===== config.mk =====
export PLATFORM = sky130hd
export DESIGN_NAME = adc_route_switch_control
export DESIGN_NICKNAME = d
export VERILOG_FILES = /design/src/logic/adc_route_pkg.sv /design/src/logic/seq_route_decode.sv /design/src/logic/adc_route_switch_control.sv
export VERILOG_INCLUDE_DIRS = /design/src /design/src/logic
export SDC_FILE = /design/constraint.sdc
export NUM_CORES = 1
export LEC_CHECK = 0
export BUFFER_PORTS_ARGS = -buffer_cell sky130_fd_sc_hd__buf_2
export CELL_PAD_IN_SITES_DETAIL_PLACEMENT = 0
export CELL_PAD_IN_SITES_GLOBAL_PLACEMENT = 2
export CORE_MARGIN = 1.5
export CORE_UTILIZATION = 44
export CTS_CLUSTER_DIAMETER = 120
export DETAILED_ROUTE_END_ITERATION = 8
export HOLD_SLACK_MARGIN = 0.08
export PLACE_DENSITY_LB_ADDON = 0.1
export REMOVE_ABC_BUFFERS = 1
export SYNTH_ARGS = -nofsm -noshare
export SYNTH_HDL_FRONTEND = slang
export SYNTH_HIERARCHICAL = 1
export SYNTH_SLANG_ARGS = --single-unit

===== constraint.sdc =====
create_clock -name i_clk -period 18.06 [get_ports i_clk]
set_input_delay 2.709 -clock i_clk [delete_from_list [all_inputs] [get_ports i_clk]]
set_output_delay 2.709 -clock i_clk [all_outputs]
set_load 0.03 [all_outputs]

===== src/logic/adc_route_params.svh =====
// constants for the converter input routing switch control
// assumes one 250 MHz clock; includers need nothing else from outside
`ifndef ADC_ROUTE_PARAMS_SVH
`define ADC_ROUTE_PARAMS_SVH
// register byte addresses
`define RT_CTRL_ADDR 12'h000
`define RT_CHAN_BASE 12'h080
`define RT_SWITCH_ADDR 12'h300
`define RT_OWNER_ADDR 12'h304
`define RT_CLOSED_ADDR 12'h308
`define RT_STATE_ADDR 12'h30c
`define RT_ZERO32 32'h0000_0000
`define RT_CHAN_RESET 32'h0000_0000
// global control word fields
`define RT_REF_MSB 6
`define RT_REF_LSB 4
`define RT_NEG_MSB 11
`define RT_NEG_LSB 9
`define RT_FAB_MODE 29
`define RT_BYPASS 30
// channel setup word fields
`define RT_DIFF_BIT 8
`define RT_PORT_MSB 6
`define RT_PORT_LSB 4
`define RT_PIN_MSB 2
`define RT_PIN_LSB 0
`define RT_PORT_PINS 3'h0
`define RT_PORT_SARBUS 3'h1
`define RT_PORT_INT 3'h7
`define RT_PIN_TEMP 3'h0
`define RT_PIN_BUSA 3'h2
`define RT_NEG_GND 3'h0
// switch numbers
`define RT_SW_MINUS_PIN 8
`define RT_SW_GND 16
`define RT_SW_TEMP 17
`define RT_SW_A_PLUS 18
`define RT_SW_B_PLUS 19
`define RT_SW_A_MINUS 20
`define RT_SW_B_MINUS 21
`define RT_SW_S0_PLUS 22
`define RT_SW_S1_PLUS 23
`define RT_SW_S0_MINUS 24
`define RT_SW_S1_MINUS 25
// fabric line positions
`define RT_FEN_PLUS 0
`define RT_FEN_MINUS 1
`define RT_FEN_S0 2
`define RT_FEN_S1 3
`define RT_FSW_GND 0
`define RT_FSW_TEMP 1
`endif


===== src/logic/adc_route_pkg.sv =====
// types shared by the routing switch control and its decoder
// assumes adc_route_params.svh for all numbers
package adc_route_pkg;
  // fabric control lines, levels on the converter clock
  typedef struct packed {
    logic diff;
    logic [3:0] port_en;
    logic [1:0] sw_req;
  } fab_lines_t;
  // one register bus request
  typedef struct packed {
    logic wr;
    logic rd;
    logic [11:0] addr;
    logic [31:0] wdata;
  } reg_req_t;
endpackage : adc_route_pkg


===== src/logic/seq_route_decode.sv =====
// sequencer port/pin decode into route switch requests
// assumes a channel setup word and control fields from the same clock
`timescale 1ns/1ns
`default_nettype none
`include "adc_route_params.svh"
module seq_route_decode (
  input wire logic i_valid,
  input wire logic [31:0] i_chan_word,
  input wire logic [2:0] i_minus_choice,
  input wire logic i_diff,
  output logic [31:0] o_req
);
  import adc_route_pkg::*;

  wire [2:0] port = i_chan_word[`RT_PORT_MSB:`RT_PORT_LSB];
  wire [2:0] pin = i_chan_word[`RT_PIN_MSB:`RT_PIN_LSB];
  wire is_temp = (port == `RT_PORT_INT) && (pin == `RT_PIN_TEMP);
  wire is_bus = (port == `RT_PORT_INT) && (pin == `RT_PIN_BUSA);
  wire is_pin = (port == `RT_PORT_PINS);
  wire is_sar = (port == `RT_PORT_SARBUS);
  wire gnd_ok = !i_diff && (i_minus_choice == `RT_NEG_GND);
  wire [2:0] pin_plus = i_diff ? {pin[2:1], 1'b0} : pin;
  wire [2:0] pin_minus = {pin[2:1], 1'b1};

  // one plus and at most one minus switch per channel; the
  // reversed bus pair (19/20) has no code here on purpose
  always_comb begin
    o_req = `RT_ZERO32;
    if (i_valid) begin
      if (is_pin) begin
        o_req[pin_plus] = 1'b1;
        o_req[`RT_SW_MINUS_PIN + pin_minus] = i_diff;
      end
      if (is_sar) begin
        o_req[`RT_SW_S0_PLUS] = 1'b1;
        o_req[`RT_SW_S1_MINUS] = i_diff;
      end
      if (is_bus) begin
        o_req[`RT_SW_A_PLUS] = 1'b1;
        o_req[`RT_SW_B_MINUS] = i_diff;
      end
      if (is_temp) begin
        o_req[`RT_SW_TEMP] = 1'b1;
        o_req[`RT_SW_GND] = 1'b1;
      end else if (!is_bus || !i_diff) begin
        o_req[`RT_SW_GND] = gnd_ok;
      end
    end
  end
endmodule : seq_route_decode
`default_nettype wire


===== src/logic/adc_route_switch_control.sv =====
// converter input routing switch control: registers, ownership and
// the three switch masters (sequencer, firmware, fabric)
// assumes sequencer and fabric lines come from logic on i_clk
`timescale 1ns/1ns
`default_nettype none
`include "adc_route_params.svh"
module adc_route_switch_control (
  input wire logic i_clk,
  input wire logic i_sys_rst,
  input wire logic i_wr,
  input wire logic i_rd,
  input wire logic [11:0] i_addr,
  input wire logic [31:0] i_wdata,
  output logic [31:0] o_rdata,
  input wire logic i_seq_valid,
  input wire logic [2:0] i_seq_chan,
  input wire adc_route_pkg::fab_lines_t i_fab,
  output logic [31:0] o_switch_closed,
  output logic o_temp_sensor_en,
  output logic [2:0] o_minus_choice,
  output logic [2:0] o_ref_choice,
  output logic o_diff
);
  import adc_route_pkg::*;

  //////////////////////////////////////////////////////////////////////
  // decode helpers

  // ownership bit that governs each switch; pin switches share one bit
  // per pin, the bus and converter-bus pairs share per bus
  function automatic logic [4:0] owner_of(input int sw);
    logic [4:0] r;
    r = 5'(sw);
    if (sw >= `RT_SW_MINUS_PIN && sw < `RT_SW_GND)
      r = 5'(sw - `RT_SW_MINUS_PIN);
    if (sw == `RT_SW_A_MINUS)
      r = 5'(`RT_SW_A_PLUS);
    if (sw == `RT_SW_B_MINUS)
      r = 5'(`RT_SW_B_PLUS);
    if (sw == `RT_SW_S0_MINUS)
      r = 5'(`RT_SW_S0_PLUS);
    if (sw == `RT_SW_S1_MINUS)
      r = 5'(`RT_SW_S1_PLUS);
    return r;
  endfunction : owner_of

  // fabric line that enables a switch under fabric ownership
  function automatic logic fab_en_of(input int sw, input fab_lines_t f);
    logic e;
    e = 1'b0;
    if (sw < `RT_SW_MINUS_PIN || sw == `RT_SW_A_PLUS ||
        sw == `RT_SW_B_PLUS)
      e = f.port_en[`RT_FEN_PLUS];
    if ((sw >= `RT_SW_MINUS_PIN && sw < `RT_SW_GND) ||
        sw == `RT_SW_A_MINUS || sw == `RT_SW_B_MINUS)
      e = f.port_en[`RT_FEN_MINUS] && f.diff;
    if (sw == `RT_SW_S0_PLUS)
      e = f.port_en[`RT_FEN_S0];
    if (sw == `RT_SW_S1_MINUS)
      e = f.port_en[`RT_FEN_S1] && f.diff;
    if (sw == `RT_SW_S1_PLUS)
      e = f.port_en[`RT_FEN_S1];
    if (sw == `RT_SW_S0_MINUS)
      e = f.port_en[`RT_FEN_S0] && f.diff;
    if (sw == `RT_SW_GND)
      e = f.sw_req[`RT_FSW_GND];
    if (sw == `RT_SW_TEMP)
      e = f.sw_req[`RT_FSW_TEMP];
    return e;
  endfunction : fab_en_of

  //////////////////////////////////////////////////////////////////////
  // register file

  localparam logic [11:0] CHAN_BASE = `RT_CHAN_BASE;
  reg_req_t req;
  logic [31:0] ctrl_r;
  logic [31:0] fw_r;
  logic [31:0] owner_r;
  logic [31:0] chan_r [8];
  logic [31:0] rdata_nxt;
  logic [31:0] state_word;
  logic [2:0] chan_idx;

  assign req = '{wr: i_wr, rd: i_rd, addr: i_addr, wdata: i_wdata};
  wire chan_hit = (req.addr[11:5] == CHAN_BASE[11:5]) &&
                  (req.addr[1:0] == 2'h0);
  assign chan_idx = req.addr[4:2];
  wire ctrl_hit = (req.addr == `RT_CTRL_ADDR);
  wire sw_hit = (req.addr == `RT_SWITCH_ADDR);
  wire own_hit = (req.addr == `RT_OWNER_ADDR);
  wire closed_hit = (req.addr == `RT_CLOSED_ADDR);
  wire state_hit = (req.addr == `RT_STATE_ADDR);

  // writable words; all routing starts open after reset
  always_ff @(posedge i_clk or posedge i_sys_rst) begin
    if (i_sys_rst) begin
      ctrl_r <= `RT_ZERO32;
      fw_r <= `RT_ZERO32;
      owner_r <= `RT_ZERO32;
    end else begin
      if (req.wr && ctrl_hit)
        ctrl_r <= req.wdata;
      if (req.wr && sw_hit)
        fw_r <= req.wdata;
      if (req.wr && own_hit)
        owner_r <= req.wdata;
    end
  end

  // eight channel setup words, one per sequencer slot
  generate
    for (genvar c = 0; c < 8; c++) begin : g_chan
      always_ff @(posedge i_clk or posedge i_sys_rst) begin
        if (i_sys_rst)
          chan_r[c] <= `RT_CHAN_RESET;
        else if (req.wr && chan_hit && chan_idx == 3'(c))
          chan_r[c] <= req.wdata;
      end
    end
  endgenerate

  // read mux; unmapped addresses read zero
  assign state_word = {26'h0, o_diff, o_temp_sensor_en, 1'b0,
                       o_minus_choice};
  assign rdata_nxt = ctrl_hit ? ctrl_r :
                     sw_hit ? fw_r :
                     own_hit ? owner_r :
                     closed_hit ? o_switch_closed :
                     state_hit ? state_word :
                     chan_hit ? chan_r[chan_idx] : `RT_ZERO32;

  // read data stands only in the cycle after the strobe
  always_ff @(posedge i_clk or posedge i_sys_rst) begin
    if (i_sys_rst)
      o_rdata <= `RT_ZERO32;
    else
      o_rdata <= req.rd ? rdata_nxt : `RT_ZERO32;
  end

  //////////////////////////////////////////////////////////////////////
  // switch masters

  wire bypass = ctrl_r[`RT_BYPASS];
  wire fab_mode = ctrl_r[`RT_FAB_MODE];
  wire [2:0] neg_choice = ctrl_r[`RT_NEG_MSB:`RT_NEG_LSB];
  wire [31:0] seq_word = chan_r[i_seq_chan];
  // fabric mode overrides the channel's own differential bit
  wire diff_eff = fab_mode ? i_fab.diff :
                  seq_word[`RT_DIFF_BIT];
  logic [31:0] seq_req;
  logic [31:0] hw_src;
  logic [31:0] closed_nxt;

  // sequencer only acts while the bypass bit is clear
  seq_route_decode u_seq (
    .i_valid(i_seq_valid && !bypass),
    .i_chan_word(seq_word),
    .i_minus_choice(neg_choice),
    .i_diff(diff_eff),
    .o_req(seq_req)
  );

  // per switch: hardware source, then ownership choice; fabric lines
  // feed straight into the switch register so they act one edge later
  // and need no extra stage (they come from logic on this clock)
  generate
    for (genvar s = 0; s < 32; s++) begin : g_sw
      assign hw_src[s] = bypass ?
        (fab_mode && fw_r[s] && fab_en_of(s, i_fab)) :
        seq_req[s];
      assign closed_nxt[s] = owner_r[owner_of(s)] ? hw_src[s] :
                             fw_r[s];
    end
  endgenerate

  // sensor conversions force the minus choice to ground
  wire [2:0] minus_nxt = closed_nxt[`RT_SW_TEMP] ? `RT_NEG_GND :
                         neg_choice;

  // switch enables and derived outputs, all from flops
  always_ff @(posedge i_clk or posedge i_sys_rst) begin
    if (i_sys_rst) begin
      o_switch_closed <= `RT_ZERO32;
      o_minus_choice <= `RT_NEG_GND;
      o_diff <= 1'b0;
    end else begin
      o_switch_closed <= closed_nxt;
      o_minus_choice <= minus_nxt;
      o_diff <= diff_eff;
    end
  end

  // bias current follows the thermal plus switch itself
  assign o_temp_sensor_en = o_switch_closed[`RT_SW_TEMP];
  assign o_ref_choice = ctrl_r[`RT_REF_MSB:`RT_REF_LSB];

  //////////////////////////////////////////////////////////////////////
  // checks

  // the switch word is registered, so every check but AST_TEMP_MINUS looks one edge
  // after the inputs and registers that decide it; that one compares two flopped outputs
  wire [2:0] seq_port = seq_word[`RT_PORT_MSB:`RT_PORT_LSB];
  wire [2:0] seq_pin = seq_word[`RT_PIN_MSB:`RT_PIN_LSB];
  wire seq_on = i_seq_valid && !bypass;

  AST_TEMP_BIAS: assert property (
    @(posedge i_clk) disable iff (i_sys_rst)
    !owner_r[`RT_SW_TEMP]
    |=> o_temp_sensor_en == $past(fw_r[`RT_SW_TEMP]))
    else $error("sensor bias does not follow thermal switch bit");

  AST_TEMP_MINUS: assert property (
    @(posedge i_clk) disable iff (i_sys_rst)
    o_switch_closed[`RT_SW_TEMP] |-> o_minus_choice == `RT_NEG_GND)
    else $error("minus choice not forced during sensor routing");

  AST_SEQ_TEMP: assert property (
    @(posedge i_clk) disable iff (i_sys_rst)
    seq_on && owner_r[`RT_SW_TEMP] && owner_r[`RT_SW_GND] &&
    seq_port == `RT_PORT_INT && seq_pin == `RT_PIN_TEMP
    |=> o_switch_closed[`RT_SW_TEMP] && o_switch_closed[`RT_SW_GND])
    else $error("sequencer did not route temperature sensor");

  AST_SEQ_BUS: assert property (
    @(posedge i_clk) disable iff (i_sys_rst)
    seq_on && owner_r[`RT_SW_A_PLUS] && owner_r[`RT_SW_B_PLUS] &&
    seq_port == `RT_PORT_INT && seq_pin == `RT_PIN_BUSA && diff_eff
    |=> o_switch_closed[`RT_SW_A_PLUS] && o_switch_closed[`RT_SW_B_MINUS])
    else $error("sequencer bus pair not closed");

  AST_SE_NO_MINUS: assert property (
    @(posedge i_clk) disable iff (i_sys_rst)
    seq_on && owner_r[`RT_SW_B_PLUS] && !diff_eff
    |=> !o_switch_closed[`RT_SW_B_MINUS])
    else $error("minus bus switch closed in single-ended mode");

  AST_SEQ_GND: assert property (
    @(posedge i_clk) disable iff (i_sys_rst)
    seq_on && owner_r[`RT_SW_GND] && !diff_eff &&
    neg_choice == `RT_NEG_GND && seq_port == `RT_PORT_PINS
    |=> o_switch_closed[`RT_SW_GND])
    else $error("minus not grounded for single-ended channel");

  AST_NO_REVERSE: assert property (
    @(posedge i_clk) disable iff (i_sys_rst)
    !bypass && owner_r[`RT_SW_A_PLUS] && owner_r[`RT_SW_B_PLUS]
    |=> !o_switch_closed[`RT_SW_B_PLUS] && !o_switch_closed[`RT_SW_A_MINUS])
    else $error("sequencer closed reversed bus pair");

  AST_BYPASS_FW: assert property (
    @(posedge i_clk) disable iff (i_sys_rst)
    bypass && !fab_mode && owner_r[`RT_SW_S0_PLUS]
    |=> !o_switch_closed[`RT_SW_S0_PLUS])
    else $error("hardware-owned switch closed with no hardware master");

  AST_FW_OWN: assert property (
    @(posedge i_clk) disable iff (i_sys_rst)
    !owner_r[`RT_SW_A_PLUS]
    |=> o_switch_closed[`RT_SW_A_PLUS] == $past(fw_r[`RT_SW_A_PLUS]))
    else $error("firmware-owned switch does not follow its bit");

  AST_FAB_EDGE: assert property (
    @(posedge i_clk) disable iff (i_sys_rst)
    bypass && fab_mode && owner_r[`RT_SW_GND] && fw_r[`RT_SW_GND]
    |=> o_switch_closed[`RT_SW_GND] == $past(i_fab.sw_req[`RT_FSW_GND]))
    else $error("fabric ground request not taken at next edge");

  AST_FAB_DIFF: assert property (
    @(posedge i_clk) disable iff (i_sys_rst)
    fab_mode |-> ##1 o_diff == $past(i_fab.diff))
    else $error("differential choice not taken from fabric");

  AST_SEQ_IDLE: assert property (
    @(posedge i_clk) disable iff (i_sys_rst)
    !bypass && !i_seq_valid && owner_r[`RT_SW_S0_PLUS]
    |=> !o_switch_closed[`RT_SW_S0_PLUS])
    else $error("idle sequencer closed a hardware-owned switch");

  AST_SEQ_SAR: assert property (
    @(posedge i_clk) disable iff (i_sys_rst)
    seq_on && owner_r[`RT_SW_S0_PLUS] && seq_port == `RT_PORT_SARBUS
    |=> o_switch_closed[`RT_SW_S0_PLUS])
    else $error("sequencer did not route converter bus 0");

  AST_FAB_PAIR: assert property (
    @(posedge i_clk) disable iff (i_sys_rst)
    bypass && fab_mode && i_fab.diff && owner_r[`RT_SW_S0_PLUS] &&
    owner_r[`RT_SW_S1_PLUS] && fw_r[`RT_SW_S0_PLUS] &&
    fw_r[`RT_SW_S1_MINUS] && i_fab.port_en[`RT_FEN_S0] &&
    i_fab.port_en[`RT_FEN_S1]
    |=> o_switch_closed[`RT_SW_S0_PLUS] && o_switch_closed[`RT_SW_S1_MINUS])
    else $error("fabric pair on converter buses not closed");

  AST_MINUS_PASS: assert property (
    @(posedge i_clk) disable iff (i_sys_rst)
    !o_switch_closed[`RT_SW_TEMP] |-> o_minus_choice == $past(neg_choice))
    else $error("minus choice changed outside sensor routing");

  AST_DIFF_CHAN: assert property (
    @(posedge i_clk) disable iff (i_sys_rst)
    !fab_mode |=> o_diff == $past(seq_word[`RT_DIFF_BIT]))
    else $error("differential choice not taken from channel word");

endmodule : adc_route_switch_control
`default_nettype wire


==> report_table.html, run 1 <==
<table>
<tr><th>Metric</th><th>Value</th></tr>
<tr><th colspan="2">Floorplanning</th></tr>
<tr><td>Placement Rows</td><td>77</td></tr>
<tr><td>Width of the die</td><td>216 µm</td></tr>
<tr><td>I/O pins</td><td>131</td></tr>
<tr><td>Area of the placeable core</td><td>0.0445 mm²</td></tr>
<tr><td>Die outline height</td><td>216 µm</td></tr>
<tr><td>Starting density of the core</td><td>0.450</td></tr>
<tr><td>DIE AREA</td><td>0.0468 mm²</td></tr>
<tr><th colspan="2">Detailed routing</th></tr>
<tr><td>Count of unresolved DRC violations after routing</td><td>0</td></tr>
<tr><td>Detail Route Antenna Nets</td><td>0</td></tr>
<tr><td>Via count</td><td>12,642</td></tr>
<tr><td>Vias per inst</td><td>5.91</td></tr>
<tr><td>Routed length per placed instance</td><td>27.3 µm</td></tr>
<tr><td>Final routed wirelength across all metal layers</td><td>58,500 µm</td></tr>
<tr><td>TritonRoute pass-1 iters</td><td>5</td></tr>
<tr><td>Violation count after the first detailed-route iteration</td><td>853</td></tr>
<tr><th colspan="2">Min path</th></tr>
<tr><td>Hold depth</td><td>1</td></tr>
<tr><td>Classification of the worst-slack hold path</td><td>reg2reg</td></tr>
<tr><th colspan="2">STA</th></tr>
<tr><td>Slew at the pin closest to its max-slew limit</td><td>1.15 ns</td></tr>
<tr><td>Maximum clock frequency</td><td>0.194 GHz</td></tr>
<tr><td>Crit path time final</td><td>5.14 ns</td></tr>
<tr><td>RSZ-0062 raised after global routing</td><td>no</td></tr>
<tr><td>Final cycle utilization of the critical path</td><td>0.285</td></tr>
<tr><td>Hold violation total from the final report</td><td>0</td></tr>
<tr><td>Clock Skew</td><td>0.0131 ns</td></tr>
<tr><td>Final Max Slew Viols</td><td>0</td></tr>
<tr><td>Total Negative Setup Slacks</td><td>0 ns</td></tr>
<tr><td>Number of endpoints failing setup at the final stage</td><td>0</td></tr>
<tr><td>Hold Slack</td><td>0.485 ns</td></tr>
<tr><td>Max-slew headroom</td><td>0.234</td></tr>
<tr><th colspan="2">Clock network</th></tr>
<tr><td>Number of buffers added for setup after CTS</td><td>0</td></tr>
<tr><td>Number of buffers on the longest clock path</td><td>3</td></tr>
<tr><td>CTS root buffer</td><td>sky130_fd_sc_hd__clkbuf_16</td></tr>
<tr><td>Insertion delay of the later-clocked pin in the worst-skew pair</td><td>0.58 ns</td></tr>
<tr><td>CTS Buf Count</td><td>48</td></tr>
<tr><td>Total number of clock tree sinks</td><td>420</td></tr>
<tr><td>Hold buffer count at CTS</td><td>0</td></tr>
<tr><td>Resized cells post-CTS</td><td>0</td></tr>
<tr><td>TritonCTS clock tree</td><td>yes</td></tr>
<tr><td>Clock transition time at the flip-flop clock pins of the worst setup and hold paths</td><td>0.06 ns</td></tr>
<tr><td>Number of H-tree levels</td><td>2</td></tr>
<tr><th colspan="2">Global route</th></tr>
<tr><td>Global-route wire length before repair</td><td>89,300 µm</td></tr>
<tr><td>Total track usage</td><td>0.258</td></tr>
<tr><td>Number of antenna violations at the first check in global routing</td><td>2</td></tr>
<tr><td>Maximum number of pins on one net before global-route repair</td><td>103</td></tr>
<tr><td>Aggregate global routing overflow</td><td>0</td></tr>
<tr><td>Via count of the first global-routing pass</td><td>13,429</td></tr>
<tr><th colspan="2">Outcome</th></tr>
<tr><td>Status</td><td>complete, no violations</td></tr>
<tr><th colspan="2">Final layout</th></tr>
<tr><td>Area growth syn-to-layout</td><td>13.6%</td></tr>
<tr><td>Fraction of layout cells with a size suffix above 1</td><td>0.469</td></tr>
<tr><td>Final-stage net count</td><td>1,565</td></tr>
<tr><th colspan="2">Pwr</th></tr>
<tr><td>Reported leakage power</td><td>11.0 nW</td></tr>
<tr><td>PD cells</td><td>92.9 mW/mm²</td></tr>
<tr><td>Comb pwr share</td><td>0.042</td></tr>
<tr><td>Internal power</td><td>1.64 mW</td></tr>
<tr><td>Share of total power in sequential cells</td><td>0.449</td></tr>
<tr><td>Peak VDD IR</td><td>0.0563 mV</td></tr>
<tr><td>Net switching component of the power</td><td>0.472 mW</td></tr>
<tr><td>Part of the total power dissipated in the clock network</td><td>0.509</td></tr>
<tr><td>Switching power share of the total</td><td>0.223</td></tr>
<tr><th colspan="2">Placed design</th></tr>
<tr><td>Input/output buffers</td><td>130</td></tr>
<tr><td>Final weighted congestion in routability-driven placement</td><td>0.802</td></tr>
<tr><td>Final HPWL DP</td><td>33,700 µm</td></tr>
<tr><th colspan="2">Synthesis</th></tr>
<tr><td>Yosys synthesis warning count</td><td>6</td></tr>
<tr><td>Post-synthesis instance area</td><td>0.0200 mm²</td></tr>
<tr><td>Post-Syn Area per Cell</td><td>13.9 µm²</td></tr>
<tr><td>Post-Synthesis Cells</td><td>1,437</td></tr>
<tr><th colspan="2">Setup path</th></tr>
<tr><td>Worst setup EP type</td><td>flop</td></tr>
<tr><td>Biggest fanout along the worst timing path</td><td>37</td></tr>
<tr><td>Critical setup path kind</td><td>in2reg</td></tr>
<tr><td>Category of the worst setup path launch point</td><td>input port</td></tr>
<tr><td>Worst Reg2Reg Path Length in Cells</td><td>6</td></tr>
<tr><td>Worst Path Arrival</td><td>5.60 ns</td></tr>
<tr><td>Required time at the endpoint of the critical path</td><td>18.52 ns</td></tr>
<tr><th colspan="2">Job</th></tr>
<tr><td>Max Cap Violations</td><td>0</td></tr>
</table>
==> path summary, 6_finish.rpt <==
check | start | slack (ns) | to
setup / recovery | i_addr[4] | 12.92 | ctrl_r[2]$_DFFE_PP0P_
min in group asynchronous | i_sys_rst | 2.28 | chan_r[248]$_DFFE_PP0P_
max in group asynchronous | i_sys_rst | 12.93 | owner_r[9]$_DFFE_PP0P_
setup reg to reg | chan_r[66]$_DFFE_PP0P_ | 15.67 | o_minus_choice[1]$_DFF_PP0_
hold / removal | chan_r[59]$_DFFE_PP0P_ | 0.48 | chan_r[59]$_DFFE_PP0P_
hold reg to reg | chan_r[59]$_DFFE_PP0P_ | 0.48 | chan_r[59]$_DFFE_PP0P_
==> critical path, stage by stage <==
cell	delay, ns
sky130_fd_sc_hd__buf_2	0.10
sky130_fd_sc_hd__buf_4	0.32
sky130_fd_sc_hd__nor2_1	0.33
sky130_fd_sc_hd__and2_0	0.45
sky130_fd_sc_hd__nand4_2	0.74
sky130_fd_sc_hd__buf_4	0.54
sky130_fd_sc_hd__mux2_1	0.35
==> flip-flops by register name (all words and copies together) (netlist names) <==
| register | flops |
|---|---|
| chan_r | 256 |
| ctrl_r | 32 |
| fw_r | 32 |
| o_diff | 1 |
| o_minus_choice | 3 |
| o_rdata | 32 |
| o_switch_closed | 32 |
| owner_r | 32 |
==> stage by stage <==
stage               instance area [µm²]   util  std cells  setup slack [ns]  total power [mW]
floorplan                         19300      -       1298              3.66              1.00
global placement                  21000  0.471       2048             12.20              1.06
detailed placement                21000  0.471       2048             12.17              1.06
CTS                               22700  0.511       2138             12.79              2.13
global route                      22700  0.511       2138             12.43              2.18
finish                            22700  0.511       2140             12.92              2.11
==> layout by cell type, fill, tap and decap left out, types with 5 or more instances in the layout <==
cell type / instances
sky130_fd_sc_hd__dfrtp_1: 420
sky130_fd_sc_hd__mux2_2: 378
sky130_fd_sc_hd__buf_2: 128
sky130_fd_sc_hd__nand2_1: 92
sky130_fd_sc_hd__mux4_2: 74
sky130_fd_sc_hd__clkbuf_16: 49
sky130_fd_sc_hd__mux2_1: 38
sky130_fd_sc_hd__nand3_1: 33
sky130_fd_sc_hd__a31oi_1: 31
sky130_fd_sc_hd__buf_4: 29
sky130_fd_sc_hd__a21o_1: 27
sky130_fd_sc_hd__o221ai_1: 27
sky130_fd_sc_hd__a22o_1: 25
sky130_fd_sc_hd__nor2b_1: 22
sky130_fd_sc_hd__nor2_1: 14
sky130_fd_sc_hd__clkbuf_8: 14
sky130_fd_sc_hd__conb_1: 14
sky130_fd_sc_hd__mux2i_1: 10
sky130_fd_sc_hd__clkinv_2: 9
sky130_fd_sc_hd__nor2_4: 8
sky130_fd_sc_hd__o21ai_0: 8
sky130_fd_sc_hd__bufinv_16: 8
sky130_fd_sc_hd__and2_1: 7
sky130_fd_sc_hd__clkbuf_1: 6
sky130_fd_sc_hd__nand2b_1: 5
sky130_fd_sc_hd__nand4_1: 5
sky130_fd_sc_hd__a32oi_1: 5
sky130_fd_sc_hd__a22oi_1: 5
sky130_fd_sc_hd__o211ai_1: 5
sky130_fd_sc_hd__a31o_2: 5
==> final cells by class <==
class / count / area [µm²]
diodes: 2 / 5.00
fillers: 3890 / 21800
multi-input cells: 873 / 8820
clock inverters: 21 / 322
inverters: 5 / 26.3
repair buffers: 158 / 870
well taps: 592 / 741
clock buffers: 69 / 1440
flip-flops and latches: 420 / 10500
==> power by group through the flow <==
stage / clock (mW) / sequential (mW) / combinational, mW
floorplan: 0 / 0.965 / 0.0379
global placement: 0 / 0.965 / 0.0906
detailed placement: 0 / 0.965 / 0.0910
CTS: 1.10 / 0.947 / 0.0911
global route: 1.14 / 0.947 / 0.0977
finish: 1.07 / 0.948 / 0.0892
==> routing by layer <==
metal  vias to the layer above  track usage  part of all wire
met5                         -            0                 0
met4                         0       0.0759             0.024
met3                        98       0.0354             0.044
met2                       321        0.390              0.45
met1                      6803        0.387              0.48
li1                       5420            -                 -
Power figures use the tool's default switching activity.
==> run 2, diff against run 1 <==
==> constraint.sdc (replaced) <==
create_clock -name i_clk -period 5.37 [get_ports i_clk]
set_input_delay 0.8055 -clock i_clk [delete_from_list [all_inputs] [get_ports i_clk]]
set_output_delay 0.8055 -clock i_clk [all_outputs]
set_load 0.03 [all_outputs]
==> run 2 against run 1 <==
  * Sequential share of layout area rose by 0.20 points
  * Wire length fell by 0.64%
  * Sequential power rose to 3.4 times the previous value
  * Worst hold slack got worse by 0.15 ns
  * Cell count rose by 0.23%
  * Core utilization fell by 0.22 points
  * Critical path type unchanged
  * Register-to-register slack got worse by 13 ns
  * Clock skew rose by 0.0048 ns
  * Cell area fell by 0.43%
  * Via count fell by 0.52%
  * Critical path depth fell by 1
  * Highest routed layer unchanged
  * Combinational power rose to 3.4 times the previous value
==> report_table.html, run 2 (same netlist as run 1, synthesis figures left out) <==
<table>
<tr><th>Metric</th><th>Value</th></tr>
<tr><th colspan="2">Floorplanning</th></tr>
<tr><td>Placement Rows</td><td>77</td></tr>
<tr><td>I/O pins</td><td>131</td></tr>
<tr><td>Area of the placeable core</td><td>0.0445 mm²</td></tr>
<tr><td>Width of the die</td><td>216 µm</td></tr>
<tr><td>Die outline height</td><td>216 µm</td></tr>
<tr><td>DIE AREA</td><td>0.0468 mm²</td></tr>
<tr><td>Starting density of the core</td><td>0.450</td></tr>
<tr><th colspan="2">Setup path</th></tr>
<tr><td>Critical setup path kind</td><td>in2reg</td></tr>
<tr><td>Category of the worst setup path launch point</td><td>input port</td></tr>
<tr><td>Delay of the slowest cell on the worst path</td><td>0.71 ns</td></tr>
<tr><td>Critical path buffers and inverters</td><td>2</td></tr>
<tr><td>Worst Reg2Reg Path Length in Cells</td><td>6</td></tr>
<tr><td>Worst Path Arrival</td><td>3.56 ns</td></tr>
<tr><td>Reg-to-Reg End</td><td>o_minus_choice[2]$_DFF_PP0_</td></tr>
<tr><td>Timing startpoint of the critical path</td><td>i_addr[11]</td></tr>
<tr><td>Crit path max-delay family</td><td>simple AND/OR/NAND/NOR gates</td></tr>
<tr><td>Cell at the slowest stage of the critical path</td><td>sky130_fd_sc_hd__nor2_4</td></tr>
<tr><td>Required time at the endpoint of the critical path</td><td>5.82 ns</td></tr>
<tr><td>Startpoint of the most critical register-to-register path</td><td>chan_r[129]$_DFFE_PP0P_</td></tr>
<tr><td>Register-to-register path setup slack</td><td>2.90 ns</td></tr>
<tr><td>Biggest fanout along the worst timing path</td><td>18</td></tr>
<tr><td>Critical path, cell by cell</td><td>buf_2, nor4_4, nand4_2, nor2_4, buf_4, mux2_2</td></tr>
<tr><td>Worst setup EP type</td><td>flop</td></tr>
<tr><th colspan="2">STA</th></tr>
<tr><td>Final cycle utilization of the critical path</td><td>0.580</td></tr>
<tr><td>Number of endpoints failing setup at the final stage</td><td>0</td></tr>
<tr><td>Hold violation total from the final report</td><td>0</td></tr>
<tr><td>Crit path time final</td><td>3.11 ns</td></tr>
<tr><td>Max-slew headroom</td><td>0.259</td></tr>
<tr><td>RSZ-0062 raised after global routing</td><td>no</td></tr>
<tr><td>Fin worst setup slack</td><td>2.26 ns</td></tr>
<tr><td>Maximum clock frequency</td><td>0.321 GHz</td></tr>
<tr><td>Final Max Slew Viols</td><td>0</td></tr>
<tr><td>Slew at the pin closest to its max-slew limit</td><td>1.11 ns</td></tr>
<tr><td>Total Negative Setup Slacks</td><td>0 ns</td></tr>
<tr><td>Hold Slack</td><td>0.335 ns</td></tr>
<tr><td>Clock Skew</td><td>0.0179 ns</td></tr>
<tr><th colspan="2">Final layout</th></tr>
<tr><td>Flip-flop count of the largest register after layout</td><td>256</td></tr>
<tr><td>Area growth syn-to-layout</td><td>13.2%</td></tr>
<tr><td>Fill cells</td><td>3,965</td></tr>
<tr><td>Area of the multi-input gates</td><td>0.00882 mm²</td></tr>
<tr><td>Final standard cell area without fillers</td><td>0.0226 mm²</td></tr>
<tr><td>Non-filler instance count after layout</td><td>2,145</td></tr>
<tr><td>Register name with the most flops</td><td>chan_r</td></tr>
<tr><td>Top library cells by usage in the layout, fill and taps aside</td><td>420 x sky130_fd_sc_hd__dfrtp_1, 378 x sky130_fd_sc_hd__mux2_2, 128 x sky130_fd_sc_hd__buf_2</td></tr>
<tr><td>Final-stage net count</td><td>1,573</td></tr>
<tr><td>Most common cell after layout, fill and taps aside</td><td>sky130_fd_sc_hd__dfrtp_1</td></tr>
<tr><td>Sequential Area</td><td>0.0105 mm²</td></tr>
<tr><td>Fraction of layout cells with a size suffix above 1</td><td>0.463</td></tr>
<tr><th colspan="2">Clock network</th></tr>
<tr><td>Number of buffers on the longest clock path</td><td>3</td></tr>
<tr><td>Resized cells post-CTS</td><td>0</td></tr>
<tr><td>TritonCTS clock tree</td><td>yes</td></tr>
<tr><td>Hold buffer count at CTS</td><td>0</td></tr>
<tr><td>Clock transition time at the flip-flop clock pins of the worst setup and hold paths</td><td>0.06 ns</td></tr>
<tr><td>Insertion delay of the later-clocked pin in the worst-skew pair</td><td>0.58 ns</td></tr>
<tr><td>Total number of clock tree sinks</td><td>420</td></tr>
<tr><td>CTS root buffer</td><td>sky130_fd_sc_hd__clkbuf_16</td></tr>
<tr><td>CTS Buf Count</td><td>48</td></tr>
<tr><td>Number of buffers added for setup after CTS</td><td>0</td></tr>
<tr><td>Number of H-tree levels</td><td>2</td></tr>
<tr><th colspan="2">Pwr</th></tr>
<tr><td>Reported leakage power</td><td>10.9 nW</td></tr>
<tr><td>Net switching component of the power</td><td>1.54 mW</td></tr>
<tr><td>Switching power share of the total</td><td>0.229</td></tr>
<tr><td>Internal power</td><td>5.19 mW</td></tr>
<tr><td>Peak VDD IR</td><td>0.229 mV</td></tr>
<tr><td>PD cells</td><td>297 mW/mm²</td></tr>
<tr><td>Comb pwr share</td><td>0.046</td></tr>
<tr><td>Part of the total power dissipated in the clock network</td><td>0.481</td></tr>
<tr><td>Share of total power in sequential cells</td><td>0.474</td></tr>
<tr><th colspan="2">Global route</th></tr>
<tr><td>Number of antenna violations at the first check in global routing</td><td>1</td></tr>
<tr><td>Global-route wire length before repair</td><td>87,000 µm</td></tr>
<tr><td>Via count of the first global-routing pass</td><td>12,906</td></tr>
<tr><td>Total track usage</td><td>0.254</td></tr>
<tr><td>Aggregate global routing overflow</td><td>0</td></tr>
<tr><td>Maximum number of pins on one net before global-route repair</td><td>111</td></tr>
<tr><th colspan="2">Detailed routing</th></tr>
<tr><td>TritonRoute pass-1 iters</td><td>5</td></tr>
<tr><td>Routed length per placed instance</td><td>27.1 µm</td></tr>
<tr><td>Vias per inst</td><td>5.86</td></tr>
<tr><td>Violation count after the first detailed-route iteration</td><td>899</td></tr>
<tr><td>Detail Route Antenna Nets</td><td>0</td></tr>
<tr><td>Final routed wirelength across all metal layers</td><td>58,100 µm</td></tr>
<tr><td>Via count</td><td>12,576</td></tr>
<tr><td>Count of unresolved DRC violations after routing</td><td>0</td></tr>
<tr><th colspan="2">Outcome</th></tr>
<tr><td>Status</td><td>complete, no violations</td></tr>
<tr><th colspan="2">Min path</th></tr>
<tr><td>Classification of the worst-slack hold path</td><td>in2async</td></tr>
<tr><th colspan="2">Job</th></tr>
<tr><td>Max Cap Violations</td><td>0</td></tr>
<tr><th colspan="2">Placed design</th></tr>
<tr><td>Final HPWL DP</td><td>36,000 µm</td></tr>
<tr><td>Post-Place Cells</td><td>2,056</td></tr>
<tr><td>Final weighted congestion in routability-driven placement</td><td>0.782</td></tr>
<tr><td>Input/output buffers</td><td>130</td></tr>
<tr><td>Area of placed instances</td><td>0.0211 mm²</td></tr>
<tr><td>Post-Place Setup Slack</td><td>1.71 ns</td></tr>
</table>
run 2: cell types whose count changed in the layout (fill, tap and decap cells not counted), sizes merged:
cell	delta
clkinv	-2
inv	-3
clkinvlp	+2
buf	+8
clkbuf	+7
bufinv	-6
diode	-1
run 2: power by group through the flow:
stage | clock (mW) | combinational, mW | sequential (mW)
2_1_floorplan | 0 | 0.128 | 3.25
3_3_place_gp | 0 | 0.312 | 3.24
3_5_place_dp | 0 | 0.312 | 3.24
4_1_cts | 3.32 | 0.313 | 3.19
5_1_grt | 3.44 | 0.337 | 3.19
6_report | 3.23 | 0.307 | 3.19
run 2: area by class of cell:
cell class | count | share of cell area
antenna | 1 | 0.000111
clock buffer | 76 | 0.0631
multi-input combinational | 873 | 0.390
inverter | 5 | 0.00116
clock inverter | 12 | 0.00569
tap | 592 | 0.0327
timing repair buffer | 166 | 0.0433
sequential | 420 | 0.464
run 2: worst reg2reg max path, cell delays in order (launching register included):
cell	delay, ns
sky130_fd_sc_hd__dfrtp_1	0.39
sky130_fd_sc_hd__mux4_2	0.48
sky130_fd_sc_hd__mux2_2	0.34
sky130_fd_sc_hd__or2_2	0.37
sky130_fd_sc_hd__nor2_1	0.21
sky130_fd_sc_hd__a32oi_1	0.27
sky130_fd_sc_hd__and2_1	0.28
run 2: worst max-delay path by stage:
stage          cells past startpoint                     end  slack (ns)
2_1_floorplan                      1   chan_r[0]$_DFFE_PP0P_       -7.13
3_3_place_gp                       6  chan_r[48]$_DFFE_PP0P_        1.75
3_5_place_dp                       6  chan_r[46]$_DFFE_PP0P_        1.71
4_1_cts                            6  chan_r[46]$_DFFE_PP0P_        2.32
5_1_grt                            6  chan_r[44]$_DFFE_PP0P_        2.20
6_report                           6  chan_r[51]$_DFFE_PP0P_        2.26
run 2: metrics by stage:
stage | total power, mW | utilization
final | 6.73 | 0.509
after CTS | 6.82 | 0.509
after floorplan | 3.37 | -
after detailed placement | 3.56 | 0.474
after global routing | 6.96 | 0.509
after global placement | 3.56 | 0.474
run 2: per-layer routing:
metal,vias to the layer above,GRT usage,share of wire
met3,66,0.0456,0.053
met5,-,0,0
met2,328,0.399,0.47
met4,0,0.0600,0.017
li1,5451,-,-
met1,6731,0.366,0.46
==> run 3, diff against run 2 <==
==> constraint.sdc (replaced) <==
create_clock -name i_clk -period 3.2 [get_ports i_clk]
set_input_delay 0.48 -clock i_clk [delete_from_list [all_inputs] [get_ports i_clk]]
set_output_delay 0.48 -clock i_clk [all_outputs]
set_load 0.03 [all_outputs]
==> run 3 against run 2 <==
  * First-iteration DRC count down 7.8%
  * Worst hold slack worse by 0.075 ns
  * Clock-buffer cell count down 8
  * Power up 66%
  * Core utilization up 0.52 points
  * Clock power up 64%
  * Non-clock buffer count up 19
  * Register-to-register slack worse by 1.9 ns
  * Combinational power up 73%
  * Wire length down 2.9%
  * Critical path type unchanged
  * Critical endpoint is now o_switch_closed[6]$_DFF_PP0_
  * Largest cell class unchanged
==> report_table.html, run 3 (same netlist as run 1, synthesis figures left out) <==
<table>
<tr><th>Metric</th><th>Value</th></tr>
<tr><th colspan="2">Pwr</th></tr>
<tr><td>Switching power share of the total</td><td>0.230</td></tr>
<tr><td>Internal power</td><td>8.62 mW</td></tr>
<tr><td>Comb pwr share</td><td>0.047</td></tr>
<tr><td>PD cells</td><td>489 mW/mm²</td></tr>
<tr><td>Share of total power in sequential cells</td><td>0.478</td></tr>
<tr><td>Reported leakage power</td><td>11.1 nW</td></tr>
<tr><td>Peak VDD IR</td><td>0.441 mV</td></tr>
<tr><td>Part of the total power dissipated in the clock network</td><td>0.474</td></tr>
<tr><td>Net switching component of the power</td><td>2.57 mW</td></tr>
<tr><th colspan="2">Global route</th></tr>
<tr><td>Total track usage</td><td>0.248</td></tr>
<tr><td>Aggregate global routing overflow</td><td>0</td></tr>
<tr><td>Global-route wire length before repair</td><td>86,100 µm</td></tr>
<tr><td>Via count of the first global-routing pass</td><td>13,053</td></tr>
<tr><td>Number of antenna violations at the first check in global routing</td><td>1</td></tr>
<tr><td>Maximum number of pins on one net before global-route repair</td><td>77</td></tr>
<tr><th colspan="2">Placed design</th></tr>
<tr><td>Final weighted congestion in routability-driven placement</td><td>0.821</td></tr>
<tr><td>Area of placed instances</td><td>0.0214 mm²</td></tr>
<tr><td>Input/output buffers</td><td>130</td></tr>
<tr><td>Post-Place Setup Slack</td><td>0.337 ns</td></tr>
<tr><td>Final HPWL DP</td><td>35,600 µm</td></tr>
<tr><th colspan="2">STA</th></tr>
<tr><td>Final Max Slew Viols</td><td>0</td></tr>
<tr><td>Maximum clock frequency</td><td>0.440 GHz</td></tr>
<tr><td>Crit path time final</td><td>2.27 ns</td></tr>
<tr><td>Hold violation total from the final report</td><td>0</td></tr>
<tr><td>RSZ-0062 raised after global routing</td><td>no</td></tr>
<tr><td>Number of endpoints failing setup at the final stage</td><td>0</td></tr>
<tr><td>Clock Skew</td><td>0.0155 ns</td></tr>
<tr><td>Final cycle utilization of the critical path</td><td>0.710</td></tr>
<tr><td>Fin worst setup slack</td><td>0.927 ns</td></tr>
<tr><td>Max-slew headroom</td><td>0.343</td></tr>
<tr><td>Slew at the pin closest to its max-slew limit</td><td>0.985 ns</td></tr>
<tr><th colspan="2">Detailed routing</th></tr>
<tr><td>TritonRoute pass-1 iters</td><td>4</td></tr>
<tr><td>Count of unresolved DRC violations after routing</td><td>0</td></tr>
<tr><td>Vias per inst</td><td>5.83</td></tr>
<tr><td>Via count</td><td>12,583</td></tr>
<tr><td>Detail Route Antenna Nets</td><td>0</td></tr>
<tr><td>Routed length per placed instance</td><td>26.2 µm</td></tr>
<tr><td>Violation count after the first detailed-route iteration</td><td>829</td></tr>
<tr><td>Final routed wirelength across all metal layers</td><td>56,500 µm</td></tr>
<tr><th colspan="2">Setup path</th></tr>
<tr><td>Startpoint of the most critical register-to-register path</td><td>chan_r[136]$_DFFE_PP0P_</td></tr>
<tr><td>Register-to-register path setup slack</td><td>0.96 ns</td></tr>
<tr><td>Delay of the slowest cell on the worst path</td><td>0.56 ns</td></tr>
<tr><td>Worst Path Arrival</td><td>2.73 ns</td></tr>
<tr><td>Reg-to-Reg End</td><td>o_switch_closed[6]$_DFF_PP0_</td></tr>
<tr><td>Most used cell along the critical path</td><td>sky130_fd_sc_hd__mux2_2</td></tr>
<tr><td>Critical setup path kind</td><td>in2reg</td></tr>
<tr><td>Required time at the endpoint of the critical path</td><td>3.66 ns</td></tr>
<tr><td>Worst Reg2Reg Path Length in Cells</td><td>7</td></tr>
<tr><td>Category of the worst setup path launch point</td><td>input port</td></tr>
<tr><td>Cell at the slowest stage of the critical path</td><td>sky130_fd_sc_hd__mux4_2</td></tr>
<tr><td>Worst setup EP type</td><td>flop</td></tr>
<tr><td>Critical path, cell by cell</td><td>buf_2, mux4_2, mux2_2, mux2_2, nand2b_1, nand2_1, nor2_1, a22o_1</td></tr>
<tr><td>Biggest fanout along the worst timing path</td><td>14</td></tr>
<tr><td>Crit path max-delay family</td><td>multiplexers</td></tr>
<tr><td>Critical path buffers and inverters</td><td>1</td></tr>
<tr><th colspan="2">Clock network</th></tr>
<tr><td>CTS Buf Count</td><td>47</td></tr>
<tr><td>TritonCTS clock tree</td><td>yes</td></tr>
<tr><td>Number of buffers added for setup after CTS</td><td>0</td></tr>
<tr><td>CTS root buffer</td><td>sky130_fd_sc_hd__clkbuf_16</td></tr>
<tr><td>Clock transition time at the flip-flop clock pins of the worst setup and hold paths</td><td>0.06 ns</td></tr>
<tr><td>Number of H-tree levels</td><td>2</td></tr>
<tr><td>Total number of clock tree sinks</td><td>420</td></tr>
<tr><td>Insertion delay of the later-clocked pin in the worst-skew pair</td><td>0.58 ns</td></tr>
<tr><td>Number of buffers on the longest clock path</td><td>3</td></tr>
<tr><th colspan="2">Final layout</th></tr>
<tr><td>Final standard cell area without fillers</td><td>0.0229 mm²</td></tr>
<tr><td>Register name with the most flops</td><td>chan_r</td></tr>
<tr><td>Flip-flop count of the largest register after layout</td><td>256</td></tr>
<tr><td>Fraction of layout cells with a size suffix above 1</td><td>0.473</td></tr>
<tr><td>Final-stage net count</td><td>1,591</td></tr>
<tr><td>Area growth syn-to-layout</td><td>14.3%</td></tr>
<tr><td>Most common cell after layout, fill and taps aside</td><td>sky130_fd_sc_hd__dfrtp_1</td></tr>
<tr><td>Top library cells by usage in the layout, fill and taps aside</td><td>420 x sky130_fd_sc_hd__dfrtp_1, 378 x sky130_fd_sc_hd__mux2_2, 128 x sky130_fd_sc_hd__buf_2</td></tr>
<tr><td>Fill cells</td><td>3,890</td></tr>
<tr><th colspan="2">Min path</th></tr>
<tr><td>Min-Delay Endpoint</td><td>fw_r[26]$_DFFE_PP0P_</td></tr>
<tr><td>Hold depth</td><td>2</td></tr>
<tr><td>Launch instance of the worst min-delay path</td><td>i_wdata[26]</td></tr>
<tr><td>Classification of the worst-slack hold path</td><td>in2reg</td></tr>
<tr><th colspan="2">Job</th></tr>
<tr><td>Max Cap Violations</td><td>0</td></tr>
<tr><th colspan="2">Floorplanning</th></tr>
<tr><td>Starting density of the core</td><td>0.450</td></tr>
<tr><td>Width of the die</td><td>216 µm</td></tr>
<tr><td>I/O pins</td><td>131</td></tr>
<tr><td>Die outline height</td><td>216 µm</td></tr>
<tr><td>DIE AREA</td><td>0.0468 mm²</td></tr>
<tr><td>Area of the placeable core</td><td>0.0445 mm²</td></tr>
<tr><td>Placement Rows</td><td>77</td></tr>
<tr><th colspan="2">Outcome</th></tr>
<tr><td>Status</td><td>complete, no violations</td></tr>
</table>
[run 3: cell count changes in the layout (fill, tap and decap cells not counted)]
cell	delta
sky130_fd_sc_hd__inv_6	+3
sky130_fd_sc_hd__clkinv_2	+2
sky130_fd_sc_hd__clkbuf_16	-3
sky130_fd_sc_hd__clkinvlp_4	-1
sky130_fd_sc_hd__dlygate4sd3_1	+1
sky130_fd_sc_hd__buf_4	+7
sky130_fd_sc_hd__clkinv_8	-1
sky130_fd_sc_hd__clkbuf_8	+3
sky130_fd_sc_hd__clkbuf_1	-8
sky130_fd_sc_hd__buf_12	+11
[run 3: power groups by stage]
stage                     combinational (mW)  sequential (mW)  clock (mW)
after floorplan                        0.214             5.45           0
after global placement                 0.537             5.44           0
after detailed placement               0.540             5.45           0
after CTS                              0.543             5.35        5.44
after global routing                   0.583             5.35        5.64
final                                  0.531             5.35        5.31
[run 3: metrics by stage]
stage	hold slack [ns]	instances	setup TNS, ns	util	power (mW)
after floorplan	0.452	1298	-3768.01	-	5.66
after global placement	0.463	2074	0	0.480	5.98
after detailed placement	0.474	2074	0	0.480	5.99
after CTS	0.232	2158	0	0.514	11.3
after global routing	0.275	2158	0	0.514	11.6
final	0.260	2159	0	0.514	11.2
[run 3: metal layers]
layer | part of all wire | GRT usage | up-vias
li1 | - | - | 5480
met1 | 0.49 | 0.374 | 6810
met2 | 0.46 | 0.383 | 241
met3 | 0.036 | 0.0286 | 52
met4 | 0.015 | 0.0579 | 0
met5 | 0 | 0 | -
[run 3: worst reg2reg max path, stage by stage (launching register included)]
cell and delay, ns:
sky130_fd_sc_hd__dfrtp_1 0.39, sky130_fd_sc_hd__mux4_2 0.46, sky130_fd_sc_hd__mux2_2 0.28, sky130_fd_sc_hd__mux2_2 0.31, sky130_fd_sc_hd__nand2b_1 0.21, sky130_fd_sc_hd__nand2_1 0.17
sky130_fd_sc_hd__nor2_1 0.09, sky130_fd_sc_hd__a22o_1 0.22
[run 3: worst max path at each step]
stage | slack (ns) | to | cells past startpoint | start
finish | 0.93 | o_switch_closed[6]$_DFF_PP0_ | 8 | i_seq_chan[0]
global route | 0.83 | o_switch_closed[11]$_DFF_PP0_ | 7 | i_seq_chan[0]
CTS | 0.96 | o_minus_choice[0]$_DFF_PP0_ | 8 | i_seq_chan[1]
detailed placement | 0.34 | o_minus_choice[0]$_DFF_PP0_ | 8 | i_seq_chan[1]
global placement | 0.40 | o_switch_closed[2]$_DFF_PP0_ | 8 | i_seq_chan[0]
floorplan | -8.97 | chan_r[0]$_DFFE_PP0P_ | 1 | i_sys_rst
[run 3: what timing repair did]
item	in CTS	in global routing
hold endpoints to repair	57	0
hold buffers	1	0
gates resized for setup	0	0
[run 3: cell type report]
type                    count  area (µm²)  area share
clock buffers              68        1370      0.0597
clock inverters            15         141     0.00618
repair buffers            185        1260      0.0552
well taps                 592         741      0.0324
inverters                   5        26.3     0.00115
multi-input cells         873        8820       0.386
flip-flops and latches    420       10500       0.460
diodes                      1        2.50    0.000109
